--- src/shared/alu_pkg.sv ---
/*
 * Shared constants for the data ALU: widths, status bit positions,
 * operation and register codes.
 * Assumes the sequencer drives codes from these enumerations.
 */
package alu_pkg;
  localparam int WORD_W = 24;
  localparam int ACC_W = 56;
  localparam int SHIFT_NORMAL = 24;
  localparam int SHIFT_SIXTEEN = 16;
  localparam int SR_W = 24;
  localparam int SR_DPM_POS = 14;
  localparam int MR_DPM_POS = 6;
  localparam int SR_GROWTH_POS = 7;
  localparam int SR_SIXTEEN_POS = 17;
  localparam logic [55:0] SIXTEEN_MASK = 56'hFF_FFFF00_FFFF00;
  localparam logic [23:0] WORD_RST = 24'h000000;
  localparam logic [55:0] ACC_RST = 56'h00_000000_000000;

  typedef enum logic [2:0] {
    OP_NOP = 3'b000,
    OP_MPY = 3'b001,
    OP_MAC = 3'b010,
    OP_SHMAC = 3'b011,
    OP_DPSTEP = 3'b100
  } op_type;

  typedef enum logic [1:0] {
    SG_SS = 2'b00,
    SG_SU = 2'b01,
    SG_UU = 2'b10
  } sign_type;

  typedef enum logic [3:0] {
    R_X0 = 4'h0, R_X1 = 4'h1, R_Y0 = 4'h2, R_Y1 = 4'h3,
    R_A0 = 4'h4, R_A1 = 4'h5, R_A2 = 4'h6,
    R_B0 = 4'h7, R_B1 = 4'h8, R_B2 = 4'h9,
    R_A = 4'hA, R_B = 4'hB, R_X = 4'hC, R_Y = 4'hD,
    R_A10 = 4'hE, R_B10 = 4'hF
  } reg_type;
endpackage

--- src/verilog/mul_unit.sv ---
/*
 * Mixed-sign 24 x 24 multiplier giving a signed 50-bit product.
 * Assumes operand signedness is chosen per operation by the caller.
 */
`timescale 1ns/10ps
module mul_unit #(
  parameter int W = 24
) (
  input wire logic [W-1:0] op_a,
  input wire logic [W-1:0] op_b,
  input wire logic a_signed,
  input wire logic b_signed,
  output logic [2*W+1:0] prod
);
  // ****************************************************
  // Extend each operand by one bit so unsigned fits too
  // ****************************************************
  logic signed [W:0] ext_a;
  logic signed [W:0] ext_b;
  assign ext_a = $signed({a_signed & op_a[W-1], op_a});
  assign ext_b = $signed({b_signed & op_b[W-1], op_b});
  assign prod = ext_a * ext_b;
endmodule // mul_unit

--- src/verilog/data_alu.sv ---
/*
 * Data ALU core: input registers, two accumulators, mixed-sign
 * multiply, shifted accumulate, double precision mode, sixteen bit
 * mode and the sticky growth flag.
 * Assumes the sequencer issues one operation and one move per cycle
 * on clk_sys and keeps the program restrictions of the modes.
 */
`timescale 1ns/10ps
module data_alu #(
  parameter int W = 24
) (
  input wire logic clk_sys,
  input wire logic rst_b,
  input wire logic [alu_pkg::SR_W-1:0] status_register,
  input wire logic growth_clr,
  input wire alu_pkg::op_type op_code,
  input wire alu_pkg::sign_type op_sign,
  input wire logic [1:0] op_src1,
  input wire logic [1:0] op_src2,
  input wire logic op_dst_b,
  input wire logic [1:0] dp_step,
  input wire logic move_wr,
  input wire alu_pkg::reg_type move_wr_reg,
  input wire logic [W-1:0] x_data_bus,
  input wire logic [W-1:0] y_data_bus,
  input wire logic move_rd,
  input wire alu_pkg::reg_type move_rd_reg,
  output logic [W-1:0] x_bus_out_ff,
  output logic [W-1:0] y_bus_out_ff,
  output logic growth_flag_ff,
  output logic dpm_active_ff,
  output logic sixteen_active_ff,
  output logic [alu_pkg::ACC_W-1:0] acc_a_ff,
  output logic [alu_pkg::ACC_W-1:0] acc_b_ff
);
  // ****************************************************
  // Register file
  // ****************************************************
  logic [W-1:0] x0_ff, x1_ff, shared_operand_reg_ff, y1_ff;
  logic [W-1:0] mul_a, mul_b, nxt_x, nxt_y;
  logic [2*W+1:0] prod;
  logic a_sg, b_sg, shift_en, acc_en, op_go;
  // Width of a sixteen bit mode result: guard, high and low parts
  localparam int N_W = alu_pkg::ACC_W - alu_pkg::SHIFT_SIXTEEN;
  logic [alu_pkg::ACC_W-1:0] acc_old, addend, prod_ext, nxt_acc;
  logic [N_W-1:0] acc_40, addend_40, prod_40, sum_40;

  // Operand fetch; low byte read as zero in sixteen bit mode
  function automatic logic [W-1:0] fetch(input logic [1:0] sel,
      input logic [W-1:0] r0, input logic [W-1:0] r1,
      input logic [W-1:0] r2, input logic [W-1:0] r3,
      input logic sa);
    logic [W-1:0] v;
    v = (sel == 2'd0) ? r0 : (sel == 2'd1) ? r1 :
        (sel == 2'd2) ? r2 : r3;
    fetch = sa ? {v[W-1:8], 8'h00} : v;
  endfunction

  // Word written from a bus: sixteen bit data lands in the top 16 bits
  function automatic logic [W-1:0] wr_word(input logic [W-1:0] d,
      input logic sa);
    wr_word = sa ? {d[15:0], 8'h00} : d;
  endfunction

  // Word read onto a bus: top 16 bits go to the low end, zero filled
  function automatic logic [W-1:0] rd_word(input logic [W-1:0] r,
      input logic sa);
    rd_word = sa ? {8'h00, r[W-1:8]} : r;
  endfunction

  // Growth to quarter scale or beyond of a value moved off a full accumulator
  function automatic logic grows(input logic [alu_pkg::ACC_W-1:0] acc);
    grows = (acc[46] != acc[47]) || (acc[45] != acc[47]);
  endfunction

  // Sixteen bit mode: the two 16-bit parts form one continuous number
  function automatic logic [N_W-1:0] pack16(
      input logic [alu_pkg::ACC_W-1:0] a);
    pack16 = {a[55:32], a[23:8]};
  endfunction

  function automatic logic [alu_pkg::ACC_W-1:0] unpack16(
      input logic [N_W-1:0] v);
    unpack16 = {v[39:16], 8'h00, v[15:0], 8'h00};
  endfunction

  // ****************************************************
  // Mode bits; one cycle of pipeline delay on each
  // ****************************************************
  always_ff @(posedge clk_sys) begin
    if (!rst_b) begin
      dpm_active_ff <= 1'b0;
    end else begin
      dpm_active_ff <=
        status_register[alu_pkg::SR_DPM_POS];
    end
  end

  always_ff @(posedge clk_sys) begin
    if (!rst_b) begin
      sixteen_active_ff <= 1'b0;
    end else begin
      // The program keeps two quiet cycles around the switch
      sixteen_active_ff <=
        status_register[alu_pkg::SR_SIXTEEN_POS];
    end
  end

  // ****************************************************
  // Multiply and accumulate datapath
  // ****************************************************
  always_comb begin
    mul_a = fetch(op_src1, x0_ff, x1_ff, shared_operand_reg_ff, y1_ff,
                  sixteen_active_ff);
    mul_b = fetch(op_src2, x0_ff, x1_ff, shared_operand_reg_ff, y1_ff,
                  sixteen_active_ff);
    a_sg = (op_sign != alu_pkg::SG_UU);
    b_sg = (op_sign == alu_pkg::SG_SS);
    acc_en = (op_code == alu_pkg::OP_MAC);
    shift_en = (op_code == alu_pkg::OP_SHMAC);
    op_go = (op_code == alu_pkg::OP_MPY) || acc_en || shift_en;
    // Other ops while the mode runs are the program's fault; dropped
    if (dpm_active_ff) begin
      op_go = 1'b0;
    end
    if (op_code == alu_pkg::OP_DPSTEP && dpm_active_ff &&
        !sixteen_active_ff) begin
      op_go = 1'b1;
      // Steps 0 and 1 read the shared operand register, so it must hold
      case (dp_step)
        2'd0: begin
          mul_a = x0_ff; mul_b = shared_operand_reg_ff;
          a_sg = 1'b0; b_sg = 1'b0; acc_en = 1'b0; shift_en = 1'b0;
        end
        2'd1: begin
          mul_a = x1_ff; mul_b = shared_operand_reg_ff;
          a_sg = 1'b1; b_sg = 1'b0; acc_en = 1'b0; shift_en = 1'b1;
        end
        2'd2: begin
          mul_a = y1_ff; mul_b = x0_ff;
          a_sg = 1'b1; b_sg = 1'b0; acc_en = 1'b1; shift_en = 1'b0;
        end
        default: begin
          mul_a = x1_ff; mul_b = y1_ff;
          a_sg = 1'b1; b_sg = 1'b1; acc_en = 1'b0; shift_en = 1'b1;
        end
      endcase
    end
  end

  mul_unit #(.W(W)) u_mul (
    .op_a(mul_a),
    .op_b(mul_b),
    .a_signed(a_sg),
    .b_signed(b_sg),
    .prod(prod)
  );

  always_comb begin
    acc_old = (op_dst_b && op_code != alu_pkg::OP_DPSTEP) ?
              acc_b_ff : acc_a_ff;
    // Fractional product: one left shift, sign extended to 56 bits
    prod_ext = {{(alu_pkg::ACC_W-2*W-1){prod[2*W+1]}}, prod[2*W-1:0],
                1'b0};
    // Sixteen bit operands sit in bits 23:8, so the true product is
    // prod >> 16; the low part must not fall into the gap byte
    prod_40 = {{(alu_pkg::ACC_W-2*W-1){prod[2*W+1]}},
               prod[2*W-1:alu_pkg::SHIFT_SIXTEEN], 1'b0};
    acc_40 = pack16(acc_old);
    addend = alu_pkg::ACC_RST;
    addend_40 = {N_W{1'b0}};
    if (acc_en) begin
      addend = acc_old;
      addend_40 = acc_40;
    end else if (shift_en) begin
      addend = 56'($signed(acc_old) >>> alu_pkg::SHIFT_NORMAL);
      addend_40 = N_W'($signed(acc_40) >>> alu_pkg::SHIFT_SIXTEEN);
    end
    sum_40 = addend_40 + prod_40;
    nxt_acc = addend + prod_ext;
    if (sixteen_active_ff) begin
      nxt_acc = unpack16(sum_40) & alu_pkg::SIXTEEN_MASK;
    end
  end

  // ****************************************************
  // Input registers: bus writes
  // ****************************************************
  assign nxt_x = wr_word(x_data_bus, sixteen_active_ff);
  assign nxt_y = wr_word(y_data_bus, sixteen_active_ff);

  always_ff @(posedge clk_sys) begin
    if (!rst_b) begin
      x0_ff <= alu_pkg::WORD_RST;
      x1_ff <= alu_pkg::WORD_RST;
      shared_operand_reg_ff <= alu_pkg::WORD_RST;
      y1_ff <= alu_pkg::WORD_RST;
    end else if (move_wr) begin
      case (move_wr_reg)
        alu_pkg::R_X0: x0_ff <= nxt_x;
        alu_pkg::R_X1: x1_ff <= nxt_x;
        alu_pkg::R_Y0: shared_operand_reg_ff <= nxt_x;
        alu_pkg::R_Y1: y1_ff <= nxt_x;
        alu_pkg::R_X: begin
          x1_ff <= nxt_x;
          x0_ff <= nxt_y;
        end
        alu_pkg::R_Y: begin
          y1_ff <= nxt_x;
          shared_operand_reg_ff <= nxt_y;
        end
        default: ;
      endcase
    end
  end

  // ****************************************************
  // Accumulators: bus writes, then operation results win
  // ****************************************************
  always_ff @(posedge clk_sys) begin
    if (!rst_b) begin
      acc_a_ff <= alu_pkg::ACC_RST;
      acc_b_ff <= alu_pkg::ACC_RST;
    end else begin
      if (move_wr) begin
        case (move_wr_reg)
          alu_pkg::R_A0: acc_a_ff[23:0] <= wr_word(x_data_bus,
                                                   sixteen_active_ff);
          alu_pkg::R_A1: acc_a_ff[47:24] <= wr_word(x_data_bus,
                                                    sixteen_active_ff);
          alu_pkg::R_A2: acc_a_ff[55:48] <= x_data_bus[7:0];
          alu_pkg::R_B0: acc_b_ff[23:0] <= wr_word(x_data_bus,
                                                   sixteen_active_ff);
          alu_pkg::R_B1: acc_b_ff[47:24] <= wr_word(x_data_bus,
                                                    sixteen_active_ff);
          alu_pkg::R_B2: acc_b_ff[55:48] <= x_data_bus[7:0];
          alu_pkg::R_A10: acc_a_ff[47:0] <= {
            wr_word(x_data_bus, sixteen_active_ff),
            wr_word(y_data_bus, sixteen_active_ff)};
          alu_pkg::R_B10: acc_b_ff[47:0] <= {
            wr_word(x_data_bus, sixteen_active_ff),
            wr_word(y_data_bus, sixteen_active_ff)};
          alu_pkg::R_A: acc_a_ff <= sixteen_active_ff ?
            {{24{x_data_bus[15]}}, x_data_bus[15:0], 16'h0000} :
            {{8{x_data_bus[23]}}, x_data_bus, 24'h000000};
          alu_pkg::R_B: acc_b_ff <= sixteen_active_ff ?
            {{24{x_data_bus[15]}}, x_data_bus[15:0], 16'h0000} :
            {{8{x_data_bus[23]}}, x_data_bus, 24'h000000};
          default: ;
        endcase
      end
      if (op_go && !(op_dst_b && op_code != alu_pkg::OP_DPSTEP)) begin
        acc_a_ff <= nxt_acc;
      end
      if (op_go && op_dst_b && op_code != alu_pkg::OP_DPSTEP) begin
        acc_b_ff <= nxt_acc;
      end
    end
  end

  // ****************************************************
  // Bus reads; scaling and limiting are not modelled here
  // ****************************************************
  always_ff @(posedge clk_sys) begin
    if (!rst_b) begin
      x_bus_out_ff <= alu_pkg::WORD_RST;
      y_bus_out_ff <= alu_pkg::WORD_RST;
    end else if (move_rd) begin
      y_bus_out_ff <= alu_pkg::WORD_RST;
      case (move_rd_reg)
        alu_pkg::R_X0: x_bus_out_ff <= rd_word(x0_ff, sixteen_active_ff);
        alu_pkg::R_X1: x_bus_out_ff <= rd_word(x1_ff, sixteen_active_ff);
        alu_pkg::R_Y0: x_bus_out_ff <= rd_word(shared_operand_reg_ff,
                                               sixteen_active_ff);
        alu_pkg::R_Y1: x_bus_out_ff <= rd_word(y1_ff, sixteen_active_ff);
        alu_pkg::R_A0: x_bus_out_ff <= rd_word(acc_a_ff[23:0],
                                               sixteen_active_ff);
        alu_pkg::R_A1: x_bus_out_ff <= rd_word(acc_a_ff[47:24],
                                               sixteen_active_ff);
        alu_pkg::R_A2: x_bus_out_ff <= {{16{acc_a_ff[55]}}, acc_a_ff[55:48]};
        alu_pkg::R_B0: x_bus_out_ff <= rd_word(acc_b_ff[23:0],
                                               sixteen_active_ff);
        alu_pkg::R_B1: x_bus_out_ff <= rd_word(acc_b_ff[47:24],
                                               sixteen_active_ff);
        alu_pkg::R_B2: x_bus_out_ff <= {{16{acc_b_ff[55]}}, acc_b_ff[55:48]};
        alu_pkg::R_A: x_bus_out_ff <= sixteen_active_ff ?
          {{8{acc_a_ff[47]}}, acc_a_ff[47:32]} : acc_a_ff[47:24];
        alu_pkg::R_B: x_bus_out_ff <= sixteen_active_ff ?
          {{8{acc_b_ff[47]}}, acc_b_ff[47:32]} : acc_b_ff[47:24];
        alu_pkg::R_X: begin
          x_bus_out_ff <= rd_word(x1_ff, sixteen_active_ff);
          y_bus_out_ff <= rd_word(x0_ff, sixteen_active_ff);
        end
        alu_pkg::R_Y: begin
          x_bus_out_ff <= rd_word(y1_ff, sixteen_active_ff);
          y_bus_out_ff <= rd_word(shared_operand_reg_ff, sixteen_active_ff);
        end
        alu_pkg::R_A10: begin
          x_bus_out_ff <= rd_word(acc_a_ff[47:24], sixteen_active_ff);
          y_bus_out_ff <= rd_word(acc_a_ff[23:0], sixteen_active_ff);
        end
        default: begin
          x_bus_out_ff <= rd_word(acc_b_ff[47:24], sixteen_active_ff);
          y_bus_out_ff <= rd_word(acc_b_ff[23:0], sixteen_active_ff);
        end
      endcase
    end
  end

  // ****************************************************
  // Sticky growth flag; a new event beats a same-cycle clear
  // ****************************************************
  always_ff @(posedge clk_sys) begin
    if (!rst_b) begin
      growth_flag_ff <= 1'b0;
    end else if (move_rd && ((move_rd_reg == alu_pkg::R_A &&
        grows(acc_a_ff)) || (move_rd_reg == alu_pkg::R_B &&
        grows(acc_b_ff)))) begin
      growth_flag_ff <= 1'b1;
    end else if (growth_clr) begin
      growth_flag_ff <= 1'b0;
    end
  end
endmodule // data_alu

--- config.mk ---
export PLATFORM = sky130hd
export DESIGN_NAME = data_alu
export DESIGN_NICKNAME = d
export VERILOG_FILES = /design/src/shared/alu_pkg.sv /design/src/verilog/mul_unit.sv /design/src/verilog/data_alu.sv
export SDC_FILE = /design/constraint.sdc
export NUM_CORES = 2
export LEC_CHECK = 0
export BUFFER_PORTS_ARGS = -buffer_cell sky130_fd_sc_hd__buf_4
export CAP_MARGIN = 20
export CORE_ASPECT_RATIO = 1.5
export CORE_MARGIN = 2
export CORE_UTILIZATION = 40
export CTS_CLUSTER_DIAMETER = 100
export DETAILED_ROUTE_END_ITERATION = 8
export PLACE_DENSITY = 0.64
export SETUP_SLACK_MARGIN = 0.05
export SLEW_MARGIN = 20
export SYNTH_ARGS = -nofsm -noshare
export SYNTH_HDL_FRONTEND = slang
export SYNTH_SLANG_ARGS = --single-unit
--- constraint.sdc ---
create_clock -name clk_sys -period 16.7 [get_ports clk_sys]
set_clock_uncertainty 0.15 [all_clocks]
set_input_delay 1.67 -clock clk_sys [delete_from_list [all_inputs] [get_ports clk_sys]]
set_output_delay 1.67 -clock clk_sys [all_outputs]
set_load 0.005 [all_outputs]
Yosys cells after proc, flatten, opt, wreduce, memory -nomap -nowiden
Cells that the tools add are included.
- register bits after elaboration: 259
- output and inout bits: 163
- word-level logic and storage cells: 176
- $add $sub $neg: 2
- $mul: 1
- equality and inequality tests: 45
- multiplexer cells: 57
- bitwise operators: 2
- reductions and logical operators: 54
- operator list (cell ; number):
    $mux 56 ; 9
    $mux 24 ; 18
    $pmux 24 s2 ; 6
    $pmux 24 s11 ; 1
    $pmux 24 s3 ; 2
    $pmux 24 s4 ; 1
    $mux 40 ; 2
    $eq 4x4->1 const B ; 15
    $add 56x56->56 ; 1
    $mul 25x25->50 ; 1
    $mux 23 ; 2
    $add 40x40->40 ; 1
    $eq 4x3->1 const B ; 8
    $pmux 8 s2 ; 2
    $reduce_and 2->1 ; 10
    $reduce_or 2->1 ; 9
    $eq 4x2->1 const B ; 4
    $mux 8 ; 2
    $mux 1 ; 12
    $reduce_bool 3->1 ; 4
    $reduce_or 12->1 ; 1
    $reduce_bool 2->1 ; 5
    $logic_and 1x1->1 ; 9
    $eq 4x1->1 const B ; 2
    15 further kinds ; 34

Depth between registers and ports, before layout
- depth in word-level cells: 11
- gate-level depth with buffers: 51
- mapped depth without buffers: 48

Hierarchy
A second synthesis with hierarchy kept.
- cells, all modules: 5669
- area, all modules: 46991.3 um^2
- modules (own cells, without submodules) (module ; instances ; cells each ; area each (um^2) ; sequential area each (um^2)):
    data_alu ; 1 ; 3185 ; 24218.2 ; 5185.0
    mul_unit ; 1 ; 2484 ; 22773.1 ; 0.0

Least setup slack after synthesis
OpenSTA, ideal clock, no wires.
- kind: input to register
- start: in op_src2[0]
- end: reg acc_a_ff[48] (netlist bit)
- library setup time: 0.086 ns
- arrival time: 11.962 ns
- required time: 16.464 ns
- slack: 4.503 ns
- stages on the path: 41
- buffers on the path: 4
- cell sequence: clkbuf_1 > buf_1 > clkbuf_1 > mux4_2 > a21o_1 > clkbuf_1 > nand2_1 > fa_1 > fa_1 > inv_1 > fa_1 > inv_1 > fa_1 > inv_1 > fa_1 > fa_1 > inv_1 > fa_1 > (+5 left out) > nand2_1 > o21a_1 > o21a_1 > nor2_1 > xnor2_1 > ha_1 > nand3_1 > or4_1 > o21bai_1 > a311oi_1 > o31ai_1 > a31o_2 > a211oi_1 > a21o_1 > a21oi_2 > nor2_1 > mux2_2 > a211oi_1
- longest elaborated chain between the ends: 10
- elaborated cells on any way between the ends: 14
- those cells by class: add/sub: 2; mul: 1; eq/ne: 2; mux: 7; bitwise: 1; reduce/logical: 1
- ends and longest elaborated chain (element ; line ; RTL):
    start, declared ; data_alu.sv:19 ; input wire logic [1:0] op_src2,
    $eq 2x2->1 ; data_alu.sv:55 ; (sel == 2'd2) ? r2 : r3;
    $mux 24 ; data_alu.sv:55 ;
    $mux 24 ; data_alu.sv:54 ; v = (sel == 2'd0) ? r0 : (sel == 2'd1) ? r1 :
    $mux 24 * ; data_alu.sv:54 ;
    $mux 8 / $mux 24 (equally long branches) ; data_alu.sv:56, data_alu.sv:126 ;
    $mux 24 * ; data_alu.sv:126 ; if (op_code == alu_pkg::OP_DPSTEP && dpm_active_ff &&
    $mul 25x25->50 * ; mul_unit.sv:22 ; assign prod = ext_a * ext_b;
    $add 56x56->56 / $add 40x40->40 (equally long branches) ; data_alu.sv:180, data_alu.sv:179 ;
    $mux 56 * ; data_alu.sv:181 ; if (sixteen_active_ff) begin
    $mux 56 * ; data_alu.sv:252 ; if (op_go && !(op_dst_b && op_code != alu_pkg::OP_DPSTEP)) begin
    end signal, assigned ; data_alu.sv:222 ; acc_a_ff <= alu_pkg::ACC_RST;
    end signal, assigned ; data_alu.sv:243 ; alu_pkg::R_A: acc_a_ff <= sixteen_active_ff ?
    end signal, assigned ; data_alu.sv:253 ; acc_a_ff <= nxt_acc;
    end, declared ; data_alu.sv:33 ; output logic [alu_pkg::ACC_W-1:0] acc_a_ff,
Every way passes the cells marked *; elsewhere a longest branch is shown, timed or not.
A chain may end at the register's enable or synchronous reset.

Worst setup path in the final report
- start: in op_code[0]
- end: reg acc_a_ff[53] (netlist bit)
- longest elaborated chain between the ends: 9
- elaborated cells on any way between the ends: 35
- those cells by class: add/sub: 2; mul: 1; eq/ne: 5; mux: 15; bitwise: 2; reduce/logical: 10
- ends and longest elaborated chain (element ; line ; RTL):
    start, declared ; data_alu.sv:16 ; input wire alu_pkg::op_type op_code,
    $eq 3x3->1 ; data_alu.sv:126 ;
    $logic_and 1x1->1 (2 in series) ; data_alu.sv:126 ;
    $mux 1 / $mux 24 (equally long branches) ; data_alu.sv:126 ;
    $and 1x1->1, or another cell as far along ; mul_unit.sv:20 ; assign ext_a = $signed({a_signed & op_a[W-1], op_a});
    $mul 25x25->50, or another cell as far along ; mul_unit.sv:22 ;
    $add 56x56->56 / $add 40x40->40 (equally long branches) ; data_alu.sv:180, data_alu.sv:179 ;
    $mux 56 ; data_alu.sv:181 ;
    $mux 56 ; data_alu.sv:252 ;
Several ways; a longest one is shown, not always the timed one.

==> reports/qor.yml <==
worst_setup_path:
  cp_slowest_cell: "or4_1"
  cp_max_fo: 29
  path_class: "input pin to flop"
  critPathLaunchType: "input pin"
  critical_path.top_delay_family: "adder cells"
  cp-end-kind: "flop"
  slowest_delay_ps: 890
  crit_buf_inv: 6
  crit_top_cell: "fa_1"
  arrival_ps: 14410
  worstPathRequired_ps: 17070
sta:
  slew_headroom: 0.09565
  timing.fmax_mhz: 71.20
  period_needed_ps: 14050
  worstMarginPinSlew_ps: 1322
  finalCritPeriodShare: 0.8411
  hold_violations: 0
  hold_ws_ps: 338.9
  setup_violations: 0
  rsz0062_at_grt: "no"
  fin_tns_setup_ps: 0
  drv_slew: 0
outcome:
  status: "finished, final reports clean"
floorplan:
  die-height_um: 419.5
  fp.coreArea_um2: 114300
  dieArea_um2: 117900
  boundaryPins: 260
  initial_core_util: 0.4028
  rows: 152
  die_x_um: 281.0
synth:
  synth_top_family_by_area: "adder cells"
  synth_top_flop_cell: "dfxtp_1"
  ys_seq_elements: 259
  seq_area_frac_synth: 0.1126
  syn_area_um2: 46050
  ys_warn_count: 0
  synth-edff-count: 0
  ys_types: 86
  synth_compound_area_frac: 0.1802
  synth_adder_area_share: 0.3456
  synth_top_area_cell: "fa_1"
  synth.top_cell.area_share: 0.2869
  avgSynthCellArea_um2: 8.206
  synthCells: 5611
  async_reset_ff_frac: 0
  muxShareOfSynthArea: 0.08693
  synthTopCellsByArea: "fa_1 29%, dfxtp_1 11%, ha_1 5.9%"
  synth-simple-area-share: 0.1639
  synth-xor-area-share: 0.02321
  synth_nets: 6584
route:
  drc: 0
  via_per_inst: 6.193
  final_antenna_net_count: 0
  first_pass_iters: 8
  drt_wl_total_um: 211600
  routedWlPerCell_um: 29.36
  vias: 44650
  drt-initial-drc-count: 4875
clock_tree:
  hold_buffers: 0
  cts_max_level: 1
  tritoncts: "yes"
  clk_pin_slew_ps: 70
  cts-buffers-inserted: 26
  ctsResizeCount: 0
  clkLatencyLatePin_ps: 670
  cts-root-buf: "clkbuf_16"
  cts_sinks: 259
  postCtsSetupRepairBufs: 0
  ctsLongestPathBuffers: 3
global_routing:
  antenna_found_initial: 10
  grt_pass1_vias: 44470
  grt_util_all_layers: 0.3608
  grt_pass1_wl_um: 306400
  grt_overflow: 0
  grt_max_degree: 84
power_and_ir_drop:
  vdd_drop_max_mv: 0.08086
  total_power_mw: 2.295
  leakage_nw: 22.67
  power_density_nw_per_um2: 45.25
placement:
  dpl.cell_count: 7153
  dp.final_hpwl_um: 164900
  io_buffers: 237
  gp_congestion: 1.177
layout:
  final.fill_count: 11380
  post-route-util: 0.4436
  final_nets: 6618
  drive_above_1_share: 0.1059
  layout_commonest_cell: "nand2_1"
  layout.cells.non_filler: 7209
  layout_common_cells: "703 x nand2_1, 696 x inv_1, 660 x fa_1"
  area_delta_synth_final_pct: 10.12
flow_run:
  maxCapViolations: 0
hold_path:
  hp-class: "flop to flop"
-- where the power goes --
group	total, mW	switching [mW]	internal, mW
logic	0.852	0.577	0.275
clock network	0.707	0.303	0.403
registers	0.736	0.0867	0.649
-- tightest hold or removal path: cells and delay by family, from the launching register on --
| kind | cells | cell delay (ps) |
|---|---|---|
| AO/OA/AOI/OAI | 1 | 70 |
| flip-flops | 1 | 310 |
| AND/OR/NAND/NOR | 1 | 60 |
-- cell type report --
| class | count | area (µm²) | area share |
|---|---|---|---|
| repair buffers | 372 | 2808 | 0.05537 |
| clock buffers | 33 | 726.9 | 0.01434 |
| multi-input cells | 4287 | 37160 | 0.7329 |
| inverters | 699 | 2624 | 0.05174 |
| well taps | 1540 | 1927 | 0.03800 |
| clock inverters | 14 | 257.7 | 0.005083 |
| flip-flops and latches | 259 | 5189 | 0.1023 |
| diodes | 5 | 12.51 | 0.0002467 |
-- per-layer routing --
metal / track usage / wire length, µm / up-vias
li1: - / - / 18890
met1: 0.4037 / 70420 / 22060
met2: 0.5589 / 93440 / 2779
met3: 0.08123 / 21220 / 914
met4: 0.3560 / 26530 / 4
met5: 0 / 24 / -
-- cells by family (layout without fill, tap and decap cells) --
group,Yosys count,after routing
DFF,259,259
muxes,322,322
and+or+nand+nor,1735,1735
AOI/OAI and AO/OA,1232,1232
xor gates and xnor gates,122,122
other,0,5
adders and majority gates,876,876
buffers and inverters,1065,1118
-- cells in the mapped netlist, types with 69 or more instances --
library cell	n
a211oi_1	125
a21o_1	85
a21oi_1	303
clkbuf_1	295
dfxtp_1	259
fa_1	660
ha_1	216
inv_1	696
mux2i_1	239
nand2_1	705
nor2_1	578
nor2b_1	114
nor3_1	69
o211ai_1	94
o21ai_0	170
xnor2_1	91
-- flip-flops by register name, indices dropped and copies added (netlist names) --
signal / count
x_bus_out_ff: 24
x0_ff: 24
growth_flag_ff: 1
y_bus_out_ff: 24
sixteen_active_ff: 1
dpm_active_ff: 1
shared_operand_reg_ff: 24
y1_ff: 24
x1_ff: 24
acc_b_ff: 56
acc_a_ff: 56
-- stage by stage --
stage	cell area (µm²)	worst slack (ps)
after global routing	50690	2168
after detailed placement	49640	2258
after CTS	50620	2803
after floorplan	46050	4503
after global placement	49620	2238
final	50710	2654
-- path summary, 6_finish.rpt --
kind | start | end | slack (ps) | cells past startpoint
max | op_code[0] | acc_a_ff[53]$_SDFFE_PN0P_ | 2650 | 42
min | growth_flag_ff$_SDFFE_PN0P_ | growth_flag_ff$_SDFFE_PN0P_ | 340 | 2
max reg2reg | dpm_active_ff$_SDFF_PN0_ | acc_a_ff[53]$_SDFFE_PN0P_ | 3360 | 41
min reg2reg | growth_flag_ff$_SDFFE_PN0P_ | growth_flag_ff$_SDFFE_PN0P_ | 340 | 2
Power figures use the tool's default switching activity.
